`src/verilog/twims_consts.vh`:
```
`ifndef TWIMS_CONSTS_VH
`define TWIMS_CONSTS_VH
// Bus monitor state codes.
`define TWIMS_BS_UNKNOWN 2'h0
`define TWIMS_BS_IDLE 2'h1
`define TWIMS_BS_OWNER 2'h2
`define TWIMS_BS_BUSY 2'h3
// Fixed part of each SCL phase: high and low phase each get all of it.
`define TWIMS_PHASE_FIXED 9'h005
// Inactive bus timeout settings and their counts in 10 ns clock cycles.
`define TWIMS_TIMEOUT_50US 2'h1
`define TWIMS_TIMEOUT_100US 2'h2
`define TWIMS_TIMEOUT_200US 2'h3
`define TWIMS_TIMEOUT_OFF 2'h0
`define TWIMS_TO_50_CYC 15'h1388
`define TWIMS_TO_100_CYC 15'h2710
`define TWIMS_TO_200_CYC 15'h4e20
`endif

```
`src/verilog/twims_sync.v`:
```
`timescale 1ns/1ns
`default_nettype none
module twims_sync (
	input wire clk_i,
	input wire resetn_i,
	input wire d_i,
	output wire q_o
);
	reg meta_r;
	reg q_r;
	// Two stages; the first is read only by the second. Reset high, the idle bus level.
	always @(posedge clk_i or negedge resetn_i) begin
		if (!resetn_i) begin
			meta_r <= 1'b1;
			q_r <= 1'b1;
		end else begin
			meta_r <= d_i;
			q_r <= meta_r;
		end
	end
	assign q_o = q_r;
endmodule // twims_sync
`default_nettype wire

```
`src/verilog/twims_cond_det.v`:
```
`timescale 1ns/1ns
`default_nettype none
module twims_cond_det (
	input wire clk_i,
	input wire resetn_i,
	input wire scl_i,
	input wire sda_i,
	output wire start_o,
	output wire stop_o,
	output wire scl_fall_o
);
	reg scl_d_r;
	reg sda_d_r;
	// Delayed copies of the synchronised lines for edge detection.
	always @(posedge clk_i or negedge resetn_i) begin
		if (!resetn_i) begin
			scl_d_r <= 1'b1;
			sda_d_r <= 1'b1;
		end else begin
			scl_d_r <= scl_i;
			sda_d_r <= sda_i;
		end
	end
	// An SDA edge while SCL stays high marks a START or a STOP.
	assign start_o = scl_i & scl_d_r & sda_d_r & ~sda_i;
	assign stop_o = scl_i & scl_d_r & ~sda_d_r & sda_i;
	assign scl_fall_o = scl_d_r & ~scl_i;
endmodule // twims_cond_det
`default_nettype wire

```
`src/verilog/twims_master.v`:
```
`timescale 1ns/1ns
`default_nettype none
`include "twims_consts.vh"
module twims_master #(
	parameter DIV_W = 8,
	parameter TO_W = 15
) (
	input wire clk_i,
	input wire resetn_i,
	input wire enable_i,
	input wire [DIV_W-1:0] scl_period_divider_i,
	input wire [1:0] timeout_sel_i,
	input wire line_condition_wr_i,
	input wire [1:0] line_condition_wdata_i,
	input wire cmd_start_i,
	input wire cmd_stop_i,
	input wire cmd_byte_i,
	input wire cmd_read_i,
	input wire [7:0] tx_data_i,
	input wire tx_nack_i,
	input wire clear_flags_i,
	input wire clear_errors_i,
	input wire scl_in_i,
	input wire sda_in_i,
	output wire scl_out_o,
	output wire scl_oe_o,
	output wire sda_out_o,
	output wire sda_oe_o,
	output wire [1:0] line_condition_field_o,
	output wire write_done_o,
	output wire read_done_o,
	output wire rx_ack_o,
	output wire bus_error_o,
	output wire arb_lost_o,
	output wire clock_hold_o,
	output wire [7:0] rx_data_o,
	output wire cmd_ready_o
);
	localparam P_IDLE = 3'h0;
	localparam P_START = 3'h1;
	localparam P_LOW = 3'h2;
	localparam P_HIGH = 3'h3;
	localparam P_HOLD = 3'h4;
	localparam P_STOP = 3'h5;
	localparam P_STOP2 = 3'h6;

	wire scl_s;
	wire sda_s;
	wire start_det;
	wire stop_det;
	wire scl_fall;
	reg [1:0] bs_r;
	reg [1:0] bs_nxt;
	reg [2:0] ph_r;
	reg [DIV_W:0] cnt_r;
	reg [3:0] bit_r;
	reg [8:0] sh_r;
	reg rd_r;
	reg scl_low_r;
	reg sda_low_r;
	reg wif_r;
	reg rif_r;
	reg rxack_r;
	reg berr_r;
	reg arb_r;
	reg [7:0] rxd_r;
	reg own_start_r;
	reg own_stop_r;
	reg en_d_r;
	reg [TO_W-1:0] to_cnt_r;
	reg [TO_W-1:0] to_lim;
	wire timeout;
	wire [DIV_W:0] phase_len;
	wire collision;

	// Synchronise both lines before anything looks at them.
	twims_sync u_sync_scl (.clk_i(clk_i), .resetn_i(resetn_i), .d_i(scl_in_i), .q_o(scl_s));
	twims_sync u_sync_sda (.clk_i(clk_i), .resetn_i(resetn_i), .d_i(sda_in_i), .q_o(sda_s));
	twims_cond_det u_det (
		.clk_i(clk_i),
		.resetn_i(resetn_i),
		.scl_i(scl_s),
		.sda_i(sda_s),
		.start_o(start_det),
		.stop_o(stop_det),
		.scl_fall_o(scl_fall)
	);

	// Each phase is 5 plus the divider, giving 10 plus twice the divider per period.
	assign phase_len = {1'b0, scl_period_divider_i} + `TWIMS_PHASE_FIXED;

	// Collision: sending a data bit, we release SDA but see it low with SCL high; ack and read bits are not ours.
	assign collision = (ph_r == P_HIGH) && !rd_r && (bit_r != 4'h8) && !sda_low_r && !sda_s && scl_s;

	// Timeout limit per setting; zero disables it.
	always @* begin
		case (timeout_sel_i)
			`TWIMS_TIMEOUT_50US: to_lim = `TWIMS_TO_50_CYC;
			`TWIMS_TIMEOUT_100US: to_lim = `TWIMS_TO_100_CYC;
			`TWIMS_TIMEOUT_200US: to_lim = `TWIMS_TO_200_CYC;
			default: to_lim = {TO_W{1'b0}};
		endcase
	end
	assign timeout = (timeout_sel_i != `TWIMS_TIMEOUT_OFF) && (to_cnt_r == to_lim);

	// Inactivity counter restarts on a START, a STOP, an SCL fall or a timeout, and stays clear while disabled.
	always @(posedge clk_i or negedge resetn_i) begin
		if (!resetn_i) begin
			to_cnt_r <= {TO_W{1'b0}};
		end else if (!enable_i || start_det || stop_det || scl_fall || timeout) begin
			to_cnt_r <= {TO_W{1'b0}};
		end else begin
			to_cnt_r <= to_cnt_r + 1'b1;
		end
	end

	// Bus state machine.
	always @* begin
		bs_nxt = bs_r;
		case (bs_r)
			`TWIMS_BS_UNKNOWN: begin
				if (stop_det || timeout) bs_nxt = `TWIMS_BS_IDLE;
			end
			`TWIMS_BS_IDLE: begin
				if (own_start_r) bs_nxt = `TWIMS_BS_OWNER;
				else if (start_det) bs_nxt = `TWIMS_BS_BUSY;
			end
			`TWIMS_BS_OWNER: begin
				// A repeated START alone keeps ownership; a collision moves us to busy, a STOP or timeout to idle.
				if (collision) bs_nxt = `TWIMS_BS_BUSY;
				else if (stop_det || own_stop_r || timeout) bs_nxt = `TWIMS_BS_IDLE;
			end
			`TWIMS_BS_BUSY: begin
				if (stop_det || timeout) bs_nxt = `TWIMS_BS_IDLE;
			end
			default: bs_nxt = `TWIMS_BS_UNKNOWN;
		endcase
		if (line_condition_wr_i && line_condition_wdata_i == `TWIMS_BS_IDLE) bs_nxt = `TWIMS_BS_IDLE;
	end

	// Disable or reset is the only way back to unknown.
	always @(posedge clk_i or negedge resetn_i) begin
		if (!resetn_i) begin
			bs_r <= `TWIMS_BS_UNKNOWN;
			en_d_r <= 1'b0;
		end else begin
			en_d_r <= enable_i;
			if (!enable_i || !en_d_r) bs_r <= `TWIMS_BS_UNKNOWN;
			else bs_r <= bs_nxt;
		end
	end

	// Commands are accepted only when no flag holds the clock and the phase engine rests.
	assign cmd_ready_o = enable_i && !wif_r && !rif_r && (ph_r == P_IDLE || ph_r == P_HOLD);

	// Phase engine: generates SCL, shifts data, checks arbitration.
	always @(posedge clk_i or negedge resetn_i) begin
		if (!resetn_i) begin
			ph_r <= P_IDLE;
			cnt_r <= {(DIV_W+1){1'b0}};
			bit_r <= 4'h0;
			sh_r <= 9'h1ff;
			rd_r <= 1'b0;
			scl_low_r <= 1'b0;
			sda_low_r <= 1'b0;
			wif_r <= 1'b0;
			rif_r <= 1'b0;
			rxack_r <= 1'b0;
			berr_r <= 1'b0;
			arb_r <= 1'b0;
			rxd_r <= 8'h00;
			own_start_r <= 1'b0;
			own_stop_r <= 1'b0;
		end else begin
			own_start_r <= 1'b0;
			own_stop_r <= 1'b0;
			// Clearing the flags drops clock_hold_o and lets commands in; SCL stays low until a command.
			if (clear_flags_i) begin
				wif_r <= 1'b0;
				rif_r <= 1'b0;
			end
			if (clear_errors_i) begin
				arb_r <= 1'b0;
				berr_r <= 1'b0;
			end
			if (!enable_i) begin
				ph_r <= P_IDLE;
				scl_low_r <= 1'b0;
				sda_low_r <= 1'b0;
			end else begin
				case (ph_r)
					P_IDLE: begin
						// Only an idle bus may be claimed.
						if (cmd_start_i && cmd_ready_o && bs_r == `TWIMS_BS_IDLE) begin
							sda_low_r <= 1'b1;
							cnt_r <= phase_len;
							ph_r <= P_START;
							own_start_r <= 1'b1;
						end
					end
					P_START: begin
						if (cnt_r != 0) cnt_r <= cnt_r - 1'b1;
						else begin
							// SCL already low is observed by us first via our own drive.
							scl_low_r <= 1'b1;
							ph_r <= P_HOLD;
						end
					end
					P_LOW: begin
						// Fall time counts inside the low phase.
						if (cnt_r != 0) cnt_r <= cnt_r - 1'b1;
						else begin
							scl_low_r <= 1'b0;
							// Wait until SCL is actually high, another party may stretch.
							if (scl_s) begin
								cnt_r <= phase_len;
								ph_r <= P_HIGH;
							end
						end
					end
					P_HIGH: begin
						if (collision) begin
							// Drop SDA and SCL and wait for idle.
							arb_r <= 1'b1;
							wif_r <= 1'b1;
							sda_low_r <= 1'b0;
							scl_low_r <= 1'b0;
							ph_r <= P_IDLE;
						end else if (!scl_s) begin
							// Another master finished its high first; join its low.
							scl_low_r <= 1'b1;
							cnt_r <= phase_len;
							ph_r <= P_LOW;
						end else if (cnt_r != 0) begin
							cnt_r <= cnt_r - 1'b1;
						end else begin
							scl_low_r <= 1'b1;
							if (bit_r == 4'h8) begin
								rxack_r <= sda_s;
								if (rd_r) rif_r <= 1'b1;
								else wif_r <= 1'b1;
								ph_r <= P_HOLD;
							end else begin
								if (rd_r) rxd_r <= {rxd_r[6:0], sda_s};
								bit_r <= bit_r + 1'b1;
								cnt_r <= phase_len;
								ph_r <= P_LOW;
							end
						end
					end
					P_HOLD: begin
						// SCL stays low in hold until a byte or STOP command is accepted.
						if (cmd_byte_i && cmd_ready_o) begin
							rd_r <= cmd_read_i;
							sh_r <= cmd_read_i ? {8'hff, tx_nack_i} : {tx_data_i, 1'b1};
							sda_low_r <= cmd_read_i ? 1'b0 : ~tx_data_i[7];
							bit_r <= 4'h0;
							cnt_r <= phase_len;
							ph_r <= P_LOW;
						end else if (cmd_stop_i && cmd_ready_o) begin
							sda_low_r <= 1'b1;
							cnt_r <= phase_len;
							ph_r <= P_STOP;
						end
					end
					P_STOP: begin
						if (cnt_r != 0) cnt_r <= cnt_r - 1'b1;
						else begin
							scl_low_r <= 1'b0;
							if (scl_s) begin
								cnt_r <= phase_len;
								ph_r <= P_STOP2;
							end
						end
					end
					P_STOP2: begin
						if (cnt_r != 0) cnt_r <= cnt_r - 1'b1;
						else begin
							sda_low_r <= 1'b0;
							own_stop_r <= 1'b1;
							ph_r <= P_IDLE;
						end
					end
					default: ph_r <= P_IDLE;
				endcase
				// Present the next bit on SDA at the start of the low phase that follows the high phase of each of data bits 0 to 7.
				if (ph_r == P_HIGH && scl_s && !collision && cnt_r == 0 && bit_r != 4'h8) begin
					sda_low_r <= rd_r ? ((bit_r == 4'h7) ? ~sh_r[0] : 1'b0) : ~sh_r[7 - bit_r[2:0]];
				end
				// An unexpected START or STOP inside our transfer is a bus error.
				if ((start_det || stop_det) && (ph_r == P_LOW || ph_r == P_HIGH)) begin
					berr_r <= 1'b1;
					arb_r <= 1'b1;
					wif_r <= 1'b1;
					sda_low_r <= 1'b0;
					scl_low_r <= 1'b0;
					ph_r <= P_IDLE;
				end
			end
		end
	end

	// Open-drain drive: output tied low, enable pulls the line.
	assign scl_out_o = 1'b0;
	assign scl_oe_o = scl_low_r;
	assign sda_out_o = 1'b0;
	assign sda_oe_o = sda_low_r;
	assign line_condition_field_o = bs_r;
	assign write_done_o = wif_r;
	assign read_done_o = rif_r;
	assign rx_ack_o = rxack_r;
	assign bus_error_o = berr_r;
	assign arb_lost_o = arb_r;
	assign clock_hold_o = (wif_r | rif_r) & scl_low_r;
	assign rx_data_o = rxd_r;
endmodule // twims_master
`default_nettype wire

```
`config.mk`:
```
export PLATFORM = sky130hd
export DESIGN_NAME = twims_master
export DESIGN_NICKNAME = d
export VERILOG_FILES = /design/src/verilog/twims_sync.v /design/src/verilog/twims_cond_det.v /design/src/verilog/twims_master.v
export VERILOG_INCLUDE_DIRS = /design/src /design/src/verilog
export SDC_FILE = /design/constraint.sdc
export NUM_CORES = 1
export LEC_CHECK = 0
export BUFFER_PORTS_ARGS = -buffer_cell sky130_fd_sc_hd__clkbuf_2
export CAP_MARGIN = 20
export CORE_MARGIN = 10
export CORE_UTILIZATION = 24
export CTS_BUF_LIST = sky130_fd_sc_hd__clkbuf_8
export DETAILED_ROUTE_END_ITERATION = 8
export PLACE_DENSITY = 0.38
export SKIP_LAST_GASP = 1
export SLEW_MARGIN = 20
export SYNTH_ARGS = -nofsm -noshare
export SYNTH_HDL_FRONTEND = slang
export SYNTH_HIERARCHICAL = 1
export SYNTH_SLANG_ARGS = --single-unit
```
`constraint.sdc`:
```
create_clock -name clk_i -period 2.4 [get_ports clk_i]
set_clock_uncertainty 0.1 [all_clocks]
set_input_delay 0.36 -clock clk_i [delete_from_list [all_inputs] [get_ports clk_i]]
set_output_delay 0.36 -clock clk_i [all_outputs]
set_load 0.02 [all_outputs]
```
# Word level (Yosys, flattened, before mapping)
# Index checks and enable logic that the tools add are counted.
[word_totals] regBits=67 input_bits=33 out_inout_bits=21 elab_cells=245
[op_classes] add_sub_neg=5 magnitude_cmp=1 n_eq_ne=46 muxes=95 bitwise_logic=17 reduce_logical=57
[op_table] cell="9-bit 2-to-1 mux" count=11
[op_table] cell="1-bit 2-to-1 mux" count=48
[op_table] cell="3-bit 2-to-1 mux" count=15
[op_table] cell="15-bit case mux with 3 select lines" count=1
[op_table] cell="9-bit case mux with 5 select lines" count=1
[op_table] cell="32-bit by 5-bit less-than comparator with 1-bit output, second input constant" count=1
[op_table] cell="3-bit case mux with 7 select lines" count=1
[op_table] cell="4-bit 2-to-1 mux" count=5
[op_table] cell="4-bit != test, second input constant" count=5
[op_table] cell="1-bit logical AND" count=19
[op_table] cell="15-bit by 1-bit adder with 15-bit output, second input constant" count=1
[op_table] cell="15-bit == test" count=1
[op_table] cell="15-bit 2-to-1 mux" count=1
[op_table] cell="5-bit by 2-bit != test with 1-bit output, second input constant" count=3
[op_table] cell="5-bit != test, second input constant" count=3
[op_table] cell="2-bit 2-to-1 mux" count=7
[op_table] cell="7-bit AND reduction" count=2
[op_table] cell="4-bit by 3-bit != test with 1-bit output, second input constant" count=3
[op_table] cell="1-bit logical OR" count=11
[op_table] cell="8-bit by 3-bit adder with 9-bit output, second input constant" count=1
[op_table] cell="3-bit == test, second input constant" count=3
[op_table] cell="9-bit zero test" count=1
[op_table] cell="1-bit inverter" count=9
[op_table] cell="9-bit AND reduction" count=1
[op_table] cell="other kinds (37)" count=67

# Logic depth before layout (Yosys ltp)
[logic_depth] word_depth=13 mapped_depth=8 mapped_depth_nobuf=7

# Cells and area by module
# Netlist, hierarchy kept.
[by_module_without_submodules] mod="twims_master" n_inst=1 cells_each=412 area_per_inst_um2=3948.8 seq_area_each_um2=1511.4
[by_module_without_submodules] mod="twims_sync" n_inst=2 cells_each=2 area_per_inst_um2=52.6 seq_area_each_um2=52.6
[by_module_without_submodules] mod="twims_cond_det" n_inst=1 cells_each=5 area_per_inst_um2=78.8 seq_area_each_um2=52.6

# Worst setup path after synthesis
# Ideal clock, no wire load.
[synth_path] path_type="flip-flop to flip-flop" from="register cnt_r[0]" to="register ph_r[2]" setup_time_ns=0.125 arrival_ns=1.987 t_required_ns=2.175 path_slack_ns=0.188 path_stages_with_launch=8 path_buffers=0 synth_period_minus_slack_ns=2.212 path_cell_list="dfrtp_1 > inv_1 > ha_1 > or4b_4 > nor2_8 > o22ai_2 > a221oi_4 > mux2_4"
[synth_via] elab_chain_len=3 elab_cells_between_ends=7 cone_classes="eq/ne: 5; reduce/logical: 2"
[synth_lines] item="start, declared" line_no="twims_master.v:55" source="reg [DIV_W:0] cnt_r;"
[synth_lines] item="start signal, assigned" line_no="twims_master.v:160" source="cnt_r <= {(DIV_W+1){1'b0}};"
[synth_lines] item="start signal, assigned" line_no="twims_master.v:196" source="cnt_r <= phase_len;"
[synth_lines] item="start signal, assigned" line_no="twims_master.v:202" source="if (cnt_r != 0) cnt_r <= cnt_r - 1'b1;"
[synth_lines] item="9-bit nonzero test (*)"
[synth_lines] item="6-bit != test (no source line) (tied with other cells)"
[synth_lines] item="9-bit AND reduction (no source line) (*)"
[synth_lines] item="end signal, assigned" line_no="twims_master.v:206" source="ph_r <= P_HOLD;"
[synth_lines] item="end signal, assigned" line_no="twims_master.v:233" source="ph_r <= P_LOW;"
[synth_lines] item="end signal, assigned" line_no="twims_master.v:281" source="ph_r <= P_IDLE;"
[synth_lines] item="end, declared" line_no="twims_master.v:54" source="reg [2:0] ph_r;"
# Every way passes the cells marked *; elsewhere a longest branch is shown, timed or not.
# A chain may end at the register's enable or synchronous reset.

# Final worst setup path
[layout_path] from="register cnt_r[1]" to="register ph_r[2]"
# The elaborated chain is that of the path after synthesis.

==> flow_metrics.env <==
export IMPL_status="completed"
export IMPL_cp_slowest_cell="or4b_4"
export IMPL_core_area_um2=16800
export IMPL_clock_latency_ps=360
export IMPL_setup_ws_ps=100
export IMPL_cts_sinks=66
export IMPL_final_cell_area_um2=5090
export IMPL_cp_data_required_time_ps=2540
export IMPL_io_pins=54
export IMPL_syn_inst=421
export IMPL_rsz0062_at_grt="no"
export IMPL_powerDensity_nw_per_um2=827
export IMPL_vias=3471
export IMPL_ys_ff_latch=66
export IMPL_fill_cells=1763
export IMPL_hold_path_class="in -> reg"
export IMPL_routed_wl_mm=11.5
export IMPL_synth_area_um2=4130
export IMPL_stdcell_count=728
export IMPL_synth_edf_count=0
export IMPL_die_width_um=151
export IMPL_area_growth_pct=23.3
export IMPL_maxSlewHeadroom_pct=63.9
export IMPL_placed_cell_area_um2=4870
export IMPL_first_pass_iters=4
export IMPL_numCtsBuffers=9
export IMPL_route_detailed_drc=0
export IMPL_start_kind="flip-flop"
export IMPL_crit_chain="inv_1, ha_1, or4b_4, nor2_8, o22ai_2, a221oi_4, mux2_4"
export IMPL_grt_max_degree=67
export IMPL_post_cts_buffers=0
export IMPL_grt_pass1_vias=3534
export IMPL_n_antenna_cell=0
export IMPL_layout_commonest_cell="dfrtp_1"
export IMPL_final_period_utilization_pct=95.8
export IMPL_fin_setup_tns_ps=0
export IMPL_crit_fanout=6
export IMPL_hold_violations=0
export IMPL_irDropWorstVdd_mv=0.343
export IMPL_tightest_slew_ps=537
export IMPL_start_util_pct=24.7
export IMPL_ys_warn_count=6
export IMPL_worst_hold_slack_ps=113
export IMPL_portBuffers=51
export IMPL_synth_top_area_share_pct=31.5
export IMPL_overflow=0
export IMPL_cap_viol_max_count=0
export IMPL_antenna_left=0
export IMPL_total_power_mw=4.21
export IMPL_crit_buf_inv=1
export IMPL_grt_pass1_wl_mm=18.4
export IMPL_finalSetupViolCount=0
export IMPL_cp_data_arrival_time_ps=2440
export IMPL_cts_root_buffer="clkbuf_8"
export IMPL_drt_iter0_markers=219
export IMPL_dp_cells=710
export IMPL_async_flop_share_pct=100
export IMPL_wl_per_cell_um=15.7
export IMPL_multi_input_area_um2=2300
export IMPL_drive_above_1_share_pct=27.4
export IMPL_end_kind="flip-flop"
export IMPL_antenna_found_initial=0
export IMPL_cts_tree="done"
export IMPL_die_height_um=151
export IMPL_nNetsFinal=552
export IMPL_rows=47
export IMPL_mostFrequentLayoutCells="dfrtp_1 (51), clkbuf_2 (50), nor2_1 (38)"
export IMPL_dp_hpwl_mm=8.75
export IMPL_yosysTopAreaCell="dfrtp_1"
export IMPL_final_max_slew_viol_count=0
export IMPL_vias_per_cell=4.77
export IMPL_cts_path_max_buffers=2
export IMPL_syn_area_per_cell_um2=9.82
export IMPL_path_clk_slew_ps=70
export IMPL_ys_seq_area_share_pct=40.4
export IMPL_synth_flop_cell="dfrtp_1"
export IMPL_regArea_um2=1670
export IMPL_synthTopCellsByArea="dfrtp_1 (31%), dfstp_2 (8.9%), ha_1 (4.5%), nor2_1 (3.5%), mux2i_1 (2.9%)"
export IMPL_power_leakage_nw=2.31
export IMPL_crit_family="simple AND/OR/NAND/NOR gates"
export IMPL_die_area_um2=22900
export IMPL_grt_util_all_layers_pct=10.3
export IMPL_path_class="reg -> reg"
export IMPL_synth_cell_types=76
export IMPL_cpPeakStageDelay_ps=510
export IMPL_post_place_ws_ps=-46.5
export IMPL_fmax_mhz=435
export IMPL_place_gp_congestion=0.854
export IMPL_final_util_pct=30.4
export IMPL_layout_min_cycle_time_ps=2300
export IMPL_htree_levels=3
-- power breakdown --
part | internal (mW) | switching (mW)
sequential | 1.38 | 0.290
combinational | 0.792 | 0.864
clock | 0.461 | 0.430
total | 2.63 | 1.58
-- worst register-to-register path, delay by kind of cell, from the launching register on --
family	cells	cell delay [ps]
buffers and inverters	1	100
DFF	1	380
adders and majority gates	1	180
and+or+nand+nor	2	670
muxes	1	330
AOI/OAI and AO/OA	2	430
-- metal layers --
layer  GRT usage (%)  share of wire (%)  up-vias
met5               0                  0        -
met4            4.76                2.0        0
met3            2.63                6.3       15
met2            15.1                 42       92
met1            14.0                 49     1672
li1                -                  -     1692
-- layout make-up --
| type | count | share of cell area (%) |
|---|---|---|
| Sequential cell | 66 | 32.8 |
| Clock buffer | 9 | 2.43 |
| Clock inverter | 6 | 1.06 |
| Tap cell | 220 | 5.40 |
| Multi-Input combinational cell | 312 | 45.1 |
| Timing Repair Buffer | 90 | 11.4 |
| Inverter | 25 | 1.84 |
-- timing repair --
item	4_1_cts	5_1_grt
cloned	0	0
hold buffers	3	0
endpoints found under the setup margin	4	13
resized for setup	1	4
endpoints found under the hold margin	54	0
pin swaps	0	1
-- synthesized netlist by cell type, drive strengths merged, types with 5 or more instances --
| cell | count |
|---|---|
| mux2i | 12 |
| nor2 | 40 |
| and3 | 7 |
| nand4 | 7 |
| xnor2 | 11 |
| a21oi | 10 |
| inv | 25 |
| nand3 | 12 |
| ha | 15 |
| xor2 | 12 |
| dfstp | 14 |
| o2bb2ai | 6 |
| clkbuf | 6 |
| nor3 | 15 |
| nand2 | 28 |
| dfrtp | 52 |
| nor2b | 10 |
| or3 | 5 |
| o211ai | 10 |
| o21ai | 18 |
| buf | 13 |
| mux2 | 13 |
| nor4 | 5 |
-- flip-flops by register name, indices dropped and copies added (netlist names), 2 cells and up --
signal / cells
ph_r: 3
to_cnt_r: 15
line_condition_field_o: 2
cnt_r: 9
rx_data_o: 8
bit_r: 4
sh_r: 8
-- final timing paths --
kind                       depth (start not counted)  slack (ps)         startpoint             end
min in group asynchronous                          3         450           resetn_i    to_cnt_r[14]
min                                                2         110     clear_errors_i     bus_error_o
min reg2reg                                        0         250  u_sync_scl/meta_r  u_sync_scl/q_o
max in group asynchronous                          3        1410           resetn_i         sh_r[0]
max                                                7         100           cnt_r[1]         ph_r[2]
max reg2reg                                        7         100           cnt_r[1]         ph_r[2]
-- kinds of logic after synthesis --
logic type | Yosys count | share of synthesized area (%)
buf+inv | 44 | 4.45
fa+ha+maj | 15 | 4.54
mux | 27 | 7.72
flops | 66 | 40.4
simple gates | 161 | 22.9
compound gates | 84 | 15.1
xor+xnor | 23 | 4.87
other cells | 1 | 0.0907
Power figures use the tool's default switching activity.
